**src/shared/uep_cfg.svh**
```systemverilog
// Offsets, field positions, reset values and counts for the endpoint-0 control block.
`ifndef UEP_CFG_SVH
`define UEP_CFG_SVH

`define UEP_OFF_DEV_CSR     8'h00
`define UEP_OFF_HOST_CSR    8'h04
`define UEP_OFF_IRQ_STAT    8'h08
`define UEP_OFF_IRQ_MASK    8'h0c
`define UEP_OFF_ROLE        8'h10

`define UEP_B_RX_ARRIVED    0
`define UEP_B_TX_LOADED     1
`define UEP_B_STALL_ISSUED  2
`define UEP_B_STALL_RCVD    2
`define UEP_B_LAST_MARK     3
`define UEP_B_SETUP_SEL     3
`define UEP_B_CTRL_ABORTED  4
`define UEP_B_ERROR         4
`define UEP_B_STALL_REQ     5
`define UEP_B_IN_REQ        5
`define UEP_B_RX_DONE_ACK   6
`define UEP_B_STATUS_SEL    6
`define UEP_B_EARLY_END_ACK 7
`define UEP_B_NAK_LIMIT     7
`define UEP_B_PURGE         8
`define UEP_B_TOGGLE        9
`define UEP_B_TOGGLE_UNLOCK 10
`define UEP_B_PING_SUPPRESS 11

`define UEP_I_RX            0
`define UEP_I_TX            1
`define UEP_I_ABORT         2
`define UEP_I_ERROR         3
`define UEP_I_STALL         4
`define UEP_I_NAK           5

`define UEP_IRQ_ALWAYS      6'h0d
`define UEP_RST_MASK        6'h00
`define UEP_RST_WORD        16'h0000
`define UEP_RETRY_LIMIT     2'h3

`endif

```
**src/shared/uep_pkg.sv**
```systemverilog
// Types shared by the endpoint-0 control block.
package uep_pkg;
  typedef logic [15:0] uep_word_t;
  typedef logic [7:0]  uep_addr_t;
  typedef logic [5:0]  uep_ivec_t;
  typedef enum logic {UEP_ROLE_DEV = 1'b0, UEP_ROLE_HOST = 1'b1} uep_role_t;
endpackage

```
**src/shared/uep_evt_if.sv**
```systemverilog
// Event and interrupt register signals between the core and the interrupt unit.
`timescale 1ns/1ns
`default_nettype none
interface uep_evt_if;
  import uep_pkg::*;
  uep_ivec_t evt;
  logic      stat_wr;
  logic      mask_wr;
  uep_ivec_t wdata;
  uep_ivec_t stat;
  uep_ivec_t mask;
  logic      irq;
  modport core (output evt, stat_wr, mask_wr, wdata, input stat, mask, irq);
  modport unit (input evt, stat_wr, mask_wr, wdata, output stat, mask, irq);
endinterface
`default_nettype wire

```
**src/logic/uep_irq.sv**
```systemverilog
// Sticky interrupt status, mask and level interrupt output.
`include "uep_cfg.svh"
`timescale 1ns/1ns
`default_nettype none
module uep_irq
  import uep_pkg::*;
(
  input  wire logic clock_i,
  input  wire logic rst_i,
  uep_evt_if.unit   ev
);
  uep_ivec_t stat_q, stat_d, mask_q, mask_d;
  logic      irq_q, irq_d;

  // Events win over a write-one clear in the same cycle.
  always_comb
  begin
    stat_d = (stat_q & ~(ev.stat_wr ? ev.wdata : 6'h00)) | ev.evt;
    mask_d = ev.mask_wr ? ev.wdata : mask_q;
    irq_d  = |(stat_d & (mask_d | `UEP_IRQ_ALWAYS));
  end

  always_ff @(posedge clock_i)
  begin
    if (rst_i)
    begin
      stat_q <= 6'h00;
      mask_q <= `UEP_RST_MASK;
      irq_q  <= 1'b0;
    end
    else
    begin
      stat_q <= stat_d;
      mask_q <= mask_d;
      irq_q  <= irq_d;
    end
  end

  assign ev.stat = stat_q;
  assign ev.mask = mask_q;
  assign ev.irq  = irq_q;
endmodule
`default_nettype wire

```
**src/logic/uep_retry.sv**
```systemverilog
// Counts unanswered host attempts and flags an error after the limit.
`include "uep_cfg.svh"
`timescale 1ns/1ns
`default_nettype none
module uep_retry
(
  input  wire logic clock_i,
  input  wire logic rst_i,
  input  wire logic no_resp_i,
  input  wire logic resp_i,
  output logic      err_o
);
  logic [1:0] cnt_q, cnt_d;
  logic       err_q, err_d;

  always_comb
  begin
    cnt_d = cnt_q;
    err_d = 1'b0;
    if (resp_i)
    begin
      cnt_d = 2'h0;
    end
    else if (no_resp_i)
    begin
      if (cnt_q == `UEP_RETRY_LIMIT - 2'h1)
      begin
        cnt_d = 2'h0;
        err_d = 1'b1;
      end
      else
      begin
        cnt_d = cnt_q + 2'h1;
      end
    end
  end

  always_ff @(posedge clock_i)
  begin
    if (rst_i)
    begin
      cnt_q <= 2'h0;
      err_q <= 1'b0;
    end
    else
    begin
      cnt_q <= cnt_d;
      err_q <= err_d;
    end
  end

  assign err_o = err_q;
endmodule
`default_nettype wire

```
**src/logic/uep_ep0_ctrl.sv**
```systemverilog
// Endpoint-0 control and status registers for device and host roles.
//
// Added by the designer: the plain strobed port and the placing of the registers.
`include "uep_cfg.svh"
`timescale 1ns/1ns
`default_nettype none
// Functional notes
// - Purge drops next packet, clears ready flag.
// - Early-end acknowledge clears control-aborted flag.
// - Receive-done acknowledge clears received flag.
// - Stall request sends STALL, then self-clears.
// - Early control end: aborted flag, interrupt, flush.
// - Sent STALL sets sticky stall-issued flag.
// - Transmit-loaded cleared when sent, optional interrupt.
// - Arrived packet sets received flag, interrupts.
// - Ping suppress stops PING in control stages.
// - Unlock bit permits toggle write, self-clears.
// - Toggle reads current state; locked writes ignored.
// - NAK limit halts endpoint until cleared.
// - Status stage select forces DATA1 toggle.
// - IN request cleared when packet arrives.
// - Three unanswered attempts set error, interrupt.
// - Setup select sends SETUP instead of OUT.
// - Received STALL sets sticky stall-received flag.
module uep_ep0_ctrl
  import uep_pkg::*;
(
  input  wire logic            clock_i,
  input  wire logic            rst_i,
  input  wire uep_pkg::uep_addr_t addr_i,
  input  wire uep_pkg::uep_word_t wdata_i,
  input  wire logic            wr_i,
  input  wire logic            rd_i,
  output uep_pkg::uep_word_t   rdata_o,
  output logic                 irq_o,
  input  wire logic            pe_tx_sent_i,
  input  wire logic            pe_rx_pkt_i,
  input  wire logic            pe_stall_sent_i,
  input  wire logic            pe_xfer_end_i,
  input  wire logic            pe_stall_rcvd_i,
  input  wire logic            pe_nak_limit_i,
  input  wire logic            pe_no_resp_i,
  input  wire logic            pe_resp_i,
  input  wire logic            pe_toggle_flip_i,
  output logic                 eng_host_o,
  output logic                 eng_tx_ready_o,
  output logic                 eng_in_req_o,
  output logic                 eng_setup_o,
  output logic                 eng_status_o,
  output logic                 eng_no_ping_o,
  output logic                 eng_stall_o,
  output logic                 eng_last_o,
  output logic                 eng_toggle_o,
  output logic                 eng_halt_o,
  output logic                 eng_flush_o
);
  import uep_pkg::*;

  uep_evt_if ev ();

  // Next value of a flag that one source sets and another clears; set wins.
  function automatic logic flag_next(input logic q, input logic set, input logic clr);
    flag_next = set | (q & ~clr);
  endfunction

  // Write strobe for one register offset.
  function automatic logic hit(input uep_addr_t a, input uep_addr_t off, input logic s);
    hit = s && (a == off);
  endfunction

  uep_role_t role_q, role_d;
  logic tx_q, tx_d, rx_q, rx_d, abort_q, abort_d, last_q, last_d;
  logic sissued_q, sissued_d, sreq_q, sreq_d;
  logic ping_q, ping_d, tog_q, tog_d, status_q, status_d;
  logic inreq_q, inreq_d, err_q, err_d, setup_q, setup_d, srcvd_q, srcvd_d;
  logic nak_q, nak_d, flush_q, flush_d;
  uep_word_t rdata_q, rdata_d;
  logic dev, host, wdev, whost, purge, purge_tx, purge_rx, early_end, retry_err;
  uep_ivec_t evt;

  uep_retry u_retry (
    .clock_i   (clock_i),
    .rst_i     (rst_i),
    .no_resp_i (pe_no_resp_i && host),
    .resp_i    (pe_resp_i || !host),
    .err_o     (retry_err)
  );

  uep_irq u_irq (
    .clock_i (clock_i),
    .rst_i   (rst_i),
    .ev      (ev)
  );

  always_comb
  begin
    dev       = (role_q == UEP_ROLE_DEV);
    host      = (role_q == UEP_ROLE_HOST);
    wdev      = hit(addr_i, `UEP_OFF_DEV_CSR, wr_i) && dev;
    whost     = hit(addr_i, `UEP_OFF_HOST_CSR, wr_i) && host;
    purge     = (wdev || whost) && wdata_i[`UEP_B_PURGE];
    purge_tx  = purge && tx_q;
    purge_rx  = purge && !tx_q && rx_q;
    early_end = dev && pe_xfer_end_i && !last_q;
  end

  always_comb
  begin
    role_d = role_q;
    if (hit(addr_i, `UEP_OFF_ROLE, wr_i))
    begin
      role_d = uep_role_t'(wdata_i[0]);
    end
  end

  // Device-view flags, shared ready flags and the flush pulse.
  always_comb
  begin
    // Transmit-loaded: software sets, send, purge or abort clears.
    tx_d = flag_next(tx_q, (wdev || whost) && wdata_i[`UEP_B_TX_LOADED],
                     pe_tx_sent_i || purge_tx || early_end);
    // Received flag: the arriving packet wins over any clear.
    rx_d = flag_next(rx_q, pe_rx_pkt_i,
                     purge_rx
                     || (wdev && wdata_i[`UEP_B_RX_DONE_ACK])
                     || (whost && !wdata_i[`UEP_B_RX_ARRIVED]));
    abort_d = flag_next(abort_q, early_end,
                        wdev && wdata_i[`UEP_B_EARLY_END_ACK]);
    last_d = flag_next(last_q, wdev && wdata_i[`UEP_B_LAST_MARK],
                       pe_tx_sent_i || pe_xfer_end_i);
    sissued_d = flag_next(sissued_q, dev && pe_stall_sent_i,
                          wdev && !wdata_i[`UEP_B_STALL_ISSUED]);
    sreq_d = flag_next(sreq_q, wdev && wdata_i[`UEP_B_STALL_REQ],
                       pe_stall_sent_i);
    flush_d = purge_tx || purge_rx || early_end;
  end

  // Host-view flags.
  always_comb
  begin
    ping_d = whost ? wdata_i[`UEP_B_PING_SUPPRESS] : ping_q;
    tog_d = tog_q;
    if (pe_toggle_flip_i)
    begin
      tog_d = !tog_q;
    end
    if (whost && wdata_i[`UEP_B_TOGGLE_UNLOCK])
    begin
      tog_d = wdata_i[`UEP_B_TOGGLE];
    end
    if (whost && wdata_i[`UEP_B_STATUS_SEL]
        && (wdata_i[`UEP_B_TX_LOADED] || wdata_i[`UEP_B_IN_REQ]))
    begin
      tog_d = 1'b1;
    end
    status_d = flag_next(status_q, whost && wdata_i[`UEP_B_STATUS_SEL],
                         pe_tx_sent_i || pe_rx_pkt_i
                         || (whost && !wdata_i[`UEP_B_STATUS_SEL]));
    inreq_d = flag_next(inreq_q & ~(host && pe_rx_pkt_i),
                        whost && wdata_i[`UEP_B_IN_REQ] && !pe_rx_pkt_i,
                        whost && !wdata_i[`UEP_B_IN_REQ]);
    err_d = flag_next(err_q, retry_err,
                      whost && !wdata_i[`UEP_B_ERROR]);
    setup_d = flag_next(setup_q, whost && wdata_i[`UEP_B_SETUP_SEL],
                        pe_tx_sent_i
                        || (whost && !wdata_i[`UEP_B_SETUP_SEL]));
    srcvd_d = flag_next(srcvd_q, host && pe_stall_rcvd_i,
                        whost && !wdata_i[`UEP_B_STALL_RCVD]);
    nak_d = flag_next(nak_q, host && pe_nak_limit_i,
                      whost && !wdata_i[`UEP_B_NAK_LIMIT]);
  end

  // Interrupt events and software access to the interrupt registers.
  always_comb
  begin
    evt                = 6'h00;
    evt[`UEP_I_RX]     = pe_rx_pkt_i;
    evt[`UEP_I_TX]     = tx_q && pe_tx_sent_i;
    evt[`UEP_I_ABORT]  = early_end;
    evt[`UEP_I_ERROR]  = retry_err;
    evt[`UEP_I_STALL]  = (dev && pe_stall_sent_i) || (host && pe_stall_rcvd_i);
    evt[`UEP_I_NAK]    = host && pe_nak_limit_i;
    ev.evt     = evt;
    ev.stat_wr = hit(addr_i, `UEP_OFF_IRQ_STAT, wr_i);
    ev.mask_wr = hit(addr_i, `UEP_OFF_IRQ_MASK, wr_i);
    ev.wdata   = wdata_i[5:0];
  end

  // Read data for the cycle after the read strobe.
  always_comb
  begin
    rdata_d = `UEP_RST_WORD;
    if (rd_i)
    begin
      case (addr_i)
        `UEP_OFF_DEV_CSR:
        begin
          rdata_d[`UEP_B_RX_ARRIVED]   = rx_q;
          rdata_d[`UEP_B_TX_LOADED]    = tx_q;
          rdata_d[`UEP_B_STALL_ISSUED] = sissued_q;
          rdata_d[`UEP_B_CTRL_ABORTED] = abort_q;
        end
        `UEP_OFF_HOST_CSR:
        begin
          rdata_d[`UEP_B_RX_ARRIVED]    = rx_q;
          rdata_d[`UEP_B_TX_LOADED]     = tx_q;
          rdata_d[`UEP_B_STALL_RCVD]    = srcvd_q;
          rdata_d[`UEP_B_SETUP_SEL]     = setup_q;
          rdata_d[`UEP_B_ERROR]         = err_q;
          rdata_d[`UEP_B_IN_REQ]        = inreq_q;
          rdata_d[`UEP_B_STATUS_SEL]    = status_q;
          rdata_d[`UEP_B_NAK_LIMIT]     = nak_q;
          rdata_d[`UEP_B_TOGGLE]        = tog_q;
          rdata_d[`UEP_B_PING_SUPPRESS] = ping_q;
        end
        `UEP_OFF_IRQ_STAT: rdata_d[5:0] = ev.stat;
        `UEP_OFF_IRQ_MASK: rdata_d[5:0] = ev.mask;
        `UEP_OFF_ROLE:     rdata_d[0]   = role_q;
        default:           rdata_d      = `UEP_RST_WORD;
      endcase
    end
  end

  // Role and flush pulse registers.
  always_ff @(posedge clock_i)
  begin
    if (rst_i)
    begin
      role_q  <= UEP_ROLE_DEV;
      flush_q <= 1'b0;
    end
    else
    begin
      role_q  <= role_d;
      flush_q <= flush_d;
    end
  end

  // Read data register.
  always_ff @(posedge clock_i)
  begin
    if (rst_i)
    begin
      rdata_q <= `UEP_RST_WORD;
    end
    else
    begin
      rdata_q <= rdata_d;
    end
  end

  // Device-view and shared flag registers.
  always_ff @(posedge clock_i)
  begin
    if (rst_i)
    begin
      tx_q      <= 1'b0;
      rx_q      <= 1'b0;
      abort_q   <= 1'b0;
      last_q    <= 1'b0;
      sissued_q <= 1'b0;
      sreq_q    <= 1'b0;
    end
    else
    begin
      tx_q      <= tx_d;
      rx_q      <= rx_d;
      abort_q   <= abort_d;
      last_q    <= last_d;
      sissued_q <= sissued_d;
      sreq_q    <= sreq_d;
    end
  end

  // Host-view flag registers.
  always_ff @(posedge clock_i)
  begin
    if (rst_i)
    begin
      ping_q   <= 1'b0;
      tog_q    <= 1'b0;
      status_q <= 1'b0;
      inreq_q  <= 1'b0;
      err_q    <= 1'b0;
      setup_q  <= 1'b0;
      srcvd_q  <= 1'b0;
      nak_q    <= 1'b0;
    end
    else
    begin
      ping_q   <= ping_d;
      tog_q    <= tog_d;
      status_q <= status_d;
      inreq_q  <= inreq_d;
      err_q    <= err_d;
      setup_q  <= setup_d;
      srcvd_q  <= srcvd_d;
      nak_q    <= nak_d;
    end
  end

  // Engine controls all come from flops.
  assign rdata_o        = rdata_q;
  assign irq_o          = ev.irq;
  assign eng_host_o     = role_q;
  assign eng_tx_ready_o = tx_q;
  assign eng_in_req_o   = inreq_q;
  assign eng_setup_o    = setup_q;
  assign eng_status_o   = status_q;
  assign eng_no_ping_o  = ping_q;
  assign eng_stall_o    = sreq_q;
  assign eng_last_o     = last_q;
  assign eng_toggle_o   = tog_q;
  assign eng_halt_o     = nak_q;
  assign eng_flush_o    = flush_q;
endmodule
`default_nettype wire

```
**config.mk**
```make
export PLATFORM = sky130hd
export DESIGN_NAME = uep_ep0_ctrl
export DESIGN_NICKNAME = d
export VERILOG_FILES = /design/src/shared/uep_pkg.sv /design/src/shared/uep_evt_if.sv /design/src/logic/uep_irq.sv /design/src/logic/uep_retry.sv /design/src/logic/uep_ep0_ctrl.sv
export VERILOG_INCLUDE_DIRS = /design/src /design/src/shared
export SDC_FILE = /design/constraint.sdc
export NUM_CORES = 1
export LEC_CHECK = 0
export BUFFER_PORTS_ARGS = -buffer_cell sky130_fd_sc_hd__clkbuf_2
export CAP_MARGIN = 20
export CORE_UTILIZATION = 44
export CTS_CLUSTER_DIAMETER = 150
export DETAILED_ROUTE_END_ITERATION = 8
export HOLD_SLACK_MARGIN = 0.12
export PLACE_DENSITY_LB_ADDON = 0.3
export REMOVE_ABC_BUFFERS = 1
export SLEW_MARGIN = 20
export SYNTH_ARGS = -nofsm -noshare
export SYNTH_HDL_FRONTEND = slang
export SYNTH_HIERARCHICAL = 1
export SYNTH_SLANG_ARGS = --single-unit
```
**constraint.sdc**
```tcl
create_clock -name clock_i -period 1.87 [get_ports clock_i]
set_input_delay 0.374 -clock clock_i [delete_from_list [all_inputs] [get_ports clock_i]]
set_output_delay 0.374 -clock clock_i [all_outputs]
set_load 0.03 [all_outputs]
```
# Word level (Yosys, flattened, before mapping)
# Index checks and enable logic that the tools add are counted.
[word_totals]
in_bits = 37
out_inout_bits = 28
elab_cells = 161
regBits = 48
[op_classes]
add_sub_neg = 1
n_mux = 12
n_bitwise = 46
n_eq_ne = 5
reduce_logical = 72
[ops]
columns = ["operator", "n"]
rows = [
  ["1-bit logical AND", 38],
  ["1-bit inverter", 17],
  ["8-bit by 4-bit == test with 1-bit output, second input constant", 2],
  ["1-bit logical OR", 14],
  ["1-bit AND", 13],
  ["6-bit AND", 2],
  ["1-bit logical NOT", 12],
  ["6-bit two-way mux", 2],
  ["1-bit bitwise OR", 12],
  ["8-bit by 3-bit == test with 1-bit output, second input constant", 1],
  ["8-bit by 5-bit == test with 1-bit output, second input constant", 1],
  ["8-bit logical NOT", 1],
  ["1-bit case mux with 4 select lines", 2],
  ["2-bit case mux with 4 select lines", 1],
  ["6-bit inverter", 1],
  ["6-bit bitwise OR", 1],
  ["1-bit case mux with 3 select lines", 2],
  ["2-bit OR reduction", 3],
  ["3-bit OR reduction", 2],
  ["6-bit OR reduction", 1],
  ["1-bit two-way mux", 4],
  ["3-bit nonzero test", 1],
  ["2-bit by 1-bit adder with 2-bit output, second input constant", 1],
  ["2-bit == test, second input constant", 1],
  ["2-bit two-way mux", 1],
]

# Depth between registers and ports, before layout
[logic_depth]
depth_word = 12
ltp_mapped = 8

# By module
# The synthesis kept the hierarchy.
[by_module_without_submodules]
columns = ["mod", "seq_area_each_um2", "cells_per_inst", "instances", "area_per_inst_um2"]
rows = [
  ["uep_ep0_ctrl", 520.5, 141, 1, 1265.0],
  ["uep_irq", 260.2, 48, 1, 461.7],
  ["uep_retry", 60.1, 11, 1, 121.4],
]

# Least setup slack after synthesis
# Ideal clock, no wire load.
[synth_timing]
path_kind = "input to register"
start = "in addr_i[5]"
end = "reg u_irq.irq_q, in the netlist u_irq/ev.irq"
cell_stages = 8
t_required_ns = 1.756
path_slack_ns = 0.096
n_path_buf = 0
t_arrival_ns = 1.661
cell_sequence = "nor3_2 and2_1 nand3_1 nor2_1 nand2_1 a21oi_1 o2111a_1 a21oi_2"
[synth_via]
elab_chain_cells = 8
elab_cells_between_ends = 11
cone_classes = "2 x eq/ne; 2 x mux; 4 x bitwise; 3 x reduce/logical"
[synth_lines]
columns = ["item", "line_no", "text"]
rows = [
  ["start: declaration", "uep_ep0_ctrl.sv:30", "input wire uep_pkg::uep_addr_t addr_i,"],
  ["8-bit by 4-bit == test with 1-bit output", "uep_ep0_ctrl.sv:68", "hit = s && (a == off);"],
  ["1-bit logical AND", "uep_ep0_ctrl.sv:68", ""],
  ["net ev.stat_wr", "uep_evt_if.sv:7", "logic stat_wr;"],
  ["6-bit two-way mux", "uep_irq.sv:18", "stat_d = (stat_q & ~(ev.stat_wr ? ev.wdata : 6'h00)) | ev.evt;"],
  ["6-bit inverter", "uep_irq.sv:18", ""],
  ["6-bit AND", "uep_irq.sv:18", ""],
  ["6-bit bitwise OR", "uep_irq.sv:18", ""],
  ["6-bit AND", "uep_irq.sv:20", "irq_d = |(stat_d & (mask_d | `UEP_IRQ_ALWAYS));"],
  ["6-bit OR reduction", "uep_irq.sv:20", ""],
  ["end signal: assignment", "uep_irq.sv:35", "irq_q <= irq_d;"],
  ["end: declaration", "uep_irq.sv:13", "logic irq_q, irq_d;"],
]
# The timed path passes the listed nets, and every way through them passes these cells.
# A chain may end at the register's enable or synchronous reset.

# Worst setup path in the final report
[layout_timing]
start = "in addr_i[6]"
end = "reg u_irq.irq_q, in the netlist u_irq/ev.irq"
# The elaborated chain is that of the path after synthesis.

==> key figures <==
Detailed routing
  • Mean number of vias per cell: 5.17
  • DR pass1 iterations: 4
  • Avg WL per Cell: 13.6 µm
  • DRT Wirelength: 4.47 mm
  • ANT nets after route: 0
  • Initial drt markers: 111
  • Remaining routing DRC violations: 0
  • Routed vias: 1695

Layout
  • Antenna diode count: 0
  • Final-layout fill cell count: 385
  • Fraction of layout cells with a size suffix above 1: 35.3%
  • Fin area: 2380 µm²
  • Nets@finish: 314
  • Area Overhead vs Synth: 29.0%

Min path
  • Hold Path Depth: 3
  • Worst hold path class: in -> reg
  • Hold wc startpoint: wdata_i[11]
  • Worst hold endpoint: eng_no_ping_o

Critical path
  • CP Capture Type: flop
  • Worst-path cell chain: clkbuf_2, nor3_1, and2_1, nand3_1, nor2_1, buf_4, nand2_1, a21oi_1, o2111a_1, a21oi_2
  • R2r worst-path depth: 4
  • Critical path's top delay family: simple AND/OR/NAND/NOR gates
  • Worst R2R End: u_retry/cnt_q[0]
  • Critical-path top delay cell: nor3_1
  • CP Class: in -> reg
  • Reg-to-reg critical path startpoint: eng_host_o
  • Startpoint types: primary input
  • WP data required: around 2 ns
  • Slowest Stage Delay on Critical Path: 0.24 ns
  • Worst path buffer plus inverter count: 2
  • Crit path DAT: 1.82 ns
  • CP Max Fanout: 6
  • R2R setup slack: a little over 0.4 ns

Clock network
  • CTS Hold Buffers Added: 0
  • Number of setup buffers added after CTS: 0
  • # clock sinks: 42
  • CTS buffer count: 5
  • Deepest clock path buffer count: 2
  • Clock transition at path regs: 0.08 ns
  • CTS tree: built
  • Post-CTS Resized: 0
  • Root Buffer: clkbuf_8
  • H-tree depth: 2
  • Worst skew pair latency: 0.30 ns

Synth
  • Async S/R FF share, synth: 0%
  • Main synth FF type: dfxtp_1
  • Seq/Total Area, Yosys: ~45%
  • Cell Area, Synth: 1850 µm²
  • Mean post-synth cell area: 9.24 µm²
  • Warning count from the yosys run: 6
  • Synth Instances: 200
  • Netlist cell types: 48
  • Register bit total from synthesis: 42
  • Post-synth EDFFs: 0

Place
  • Count of input and output buffers: 54
  • Post-detail-place hpwl: 3.40 mm
  • Gpl congestion: 0.845
  • Post-place setup slack: -0.0594 ns
  • DP Area: 2300 µm²

Global routing
  • First-pass GRT wire length: 6.84 mm
  • Vias in the first global route: 1485
  • Largest net degree at the start of global routing: 23
  • Total congestion overflow: 0
  • Total Routing Usage GR: 21.1%
  • Number of antenna violations at the first check in global routing: 0

Timing
  • Setup TNS: 0 ns
  • Hold Worst Slack: 0.311 ns
  • Fmax: 614 MHz
  • Endpoints failing setup: 0
  • Final Hold Viols: 0
  • Min setup slack post-route: 0.241 ns
  • Minimum clock period: roughly 1.6 ns
  • Max-slew violations: 0
  • Unrepaired setup endpoints after global routing: false
  • Clock Skew: 0.00894 ns
  • Crit share post-route: around 87%

Floorplanning
  • Row count: 23
  • Core Region: 4030 µm²
  • Die width: 66.8 µm
  • Height of the die: 66.8 µm
  • I/O pin cnt: 65
  • Starting Density: 45.9%
  • Die footprint: 4460 µm²

Pwr
  • Cell leakage power: 0.00107 µW
  • PwrDens: 701 nW/µm²
  • Pwr Total: roughly 1700 µW
  • Worst VDD drop: between 0.0004 and 0.0005 V

Flow run
  • Maxcap violations: 0

Status
  • Run status: finished, final reports clean
==> layout make-up <==
type / instances / area [µm²] / share of cell area [%]
repair buffers: 79 / 458 / 19.2
clock inverters: 2 / 13.8 / 0.577
clock buffers: 6 / 72.6 / 3.04
multi-input cells: 143 / 913 / 38.3
flip-flops and latches: 42 / 841 / 35.3
inverters: 6 / 22.5 / 0.945
well taps: 50 / 62.6 / 2.62
==> cells in the final DEF, fill, tap and decap left out, types with 2 or more instances in the layout <==
cell type  Yosys  final
clkbuf_2       0     54
dfxtp_1       42     42
nor2_1        26     26
buf_4          7     25
a21oi_1       18     18
nand2_1       11     11
mux2i_1       11     11
and2_1         7      7
nand3_1        7      7
inv_1          6      6
conb_1         1      6
nand2b_1       5      5
clkbuf_8       0      5
nor3_1         4      4
o21ai_0        4      4
nor2b_1        4      4
nand3b_1       3      3
a211oi_1       3      3
and3_1         2      2
o21ai_1        2      2
mux4_2         2      2
mux2_2         2      2
a22oi_1        2      2
==> worst reg2reg max path, cell delays in order (launching register included) <==
cell	delay [ns]
dfxtp_1	0.39
buf_4	0.21
and2_1	0.20
or3b_1	0.37
a211oi_2	0.21
==> metrics by stage <==
stage,instances,util (%)
after global routing,328,59.2
after global placement,320,57.0
after detailed placement,320,57.0
final,328,59.2
after CTS,328,59.2
after floorplan,191,-
==> how the worst max path moves through the flow <==
stage / startpoint / end / slack, ns / cells after the start
5_1_grt: addr_i[6] / u_irq/ev.irq / 0.10 / 10
3_5_place_dp: addr_i[6] / u_irq/ev.irq / -0.06 / 10
2_1_floorplan: addr_i[5] / u_irq/ev.irq / -0.07 / 7
4_1_cts: addr_i[6] / u_irq/ev.irq / 0.24 / 10
6_report: addr_i[6] / u_irq/ev.irq / 0.24 / 10
3_3_place_gp: addr_i[6] / u_irq/ev.irq / -0.06 / 10
==> state kept, by name (all words and copies together) (netlist names), 2 cells and up <==
| register | cells |
|---|---|
| u_irq/ev.stat | 6 |
| rdata_o | 10 |
| u_irq/ev.mask | 6 |
| u_retry/cnt_q | 2 |
==> synthesized netlist by cell type (3+ instances only) <==
master / number / area share, %
dfxtp_1: 42 / 45
nor2_1: 26 / 5.3
a21oi_1: 18 / 4.9
mux2i_1: 11 / 6.0
nand2_1: 11 / 2.2
and2_1: 7 / 2.4
buf_4: 7 / 2.8
nand3_1: 7 / 1.9
inv_1: 6 / 1.2
nand2b_1: 5 / 1.7
nor2b_1: 4 / 1.4
nor3_1: 4 / 1.1
o21ai_0: 4 / 1.1
a211oi_1: 3 / 1.2
buf_2: 3 / 0.81
clkbuf_1: 3 / 0.61
nand3b_1: 3 / 1.2
==> per-layer routing <==
metal  track usage, %  routed length, µm  vias to the layer above
met2             32.7               2040                       69
met3             4.28                297                        9
li1                 -                  -                      847
met1             27.9               2050                      770
met4             9.84                 85                        0
met5                0                  0                        -
==> where the power goes <==
part / switching [µW] / internal, µW
sequential: 7.51 / 908
combinational: 106 / 75.3
clock: 311 / 263
==> kinds of logic (layout without fill, tap and decap cells) <==
family | count (synthesis) | after routing | synth area share (%)
buffers and inverters | 20 | 93 | 6.09
AND/OR/NAND/NOR | 79 | 79 | 23.0
AO/OA/AOI/OAI | 42 | 42 | 15.1
XOR/XNOR | 1 | 1 | 0.474
multiplexers | 15 | 15 | 9.61
flip-flops | 42 | 42 | 45.5
other | 1 | 6 | 0.203
No activity file was read; power rests on OpenSTA's default activity.
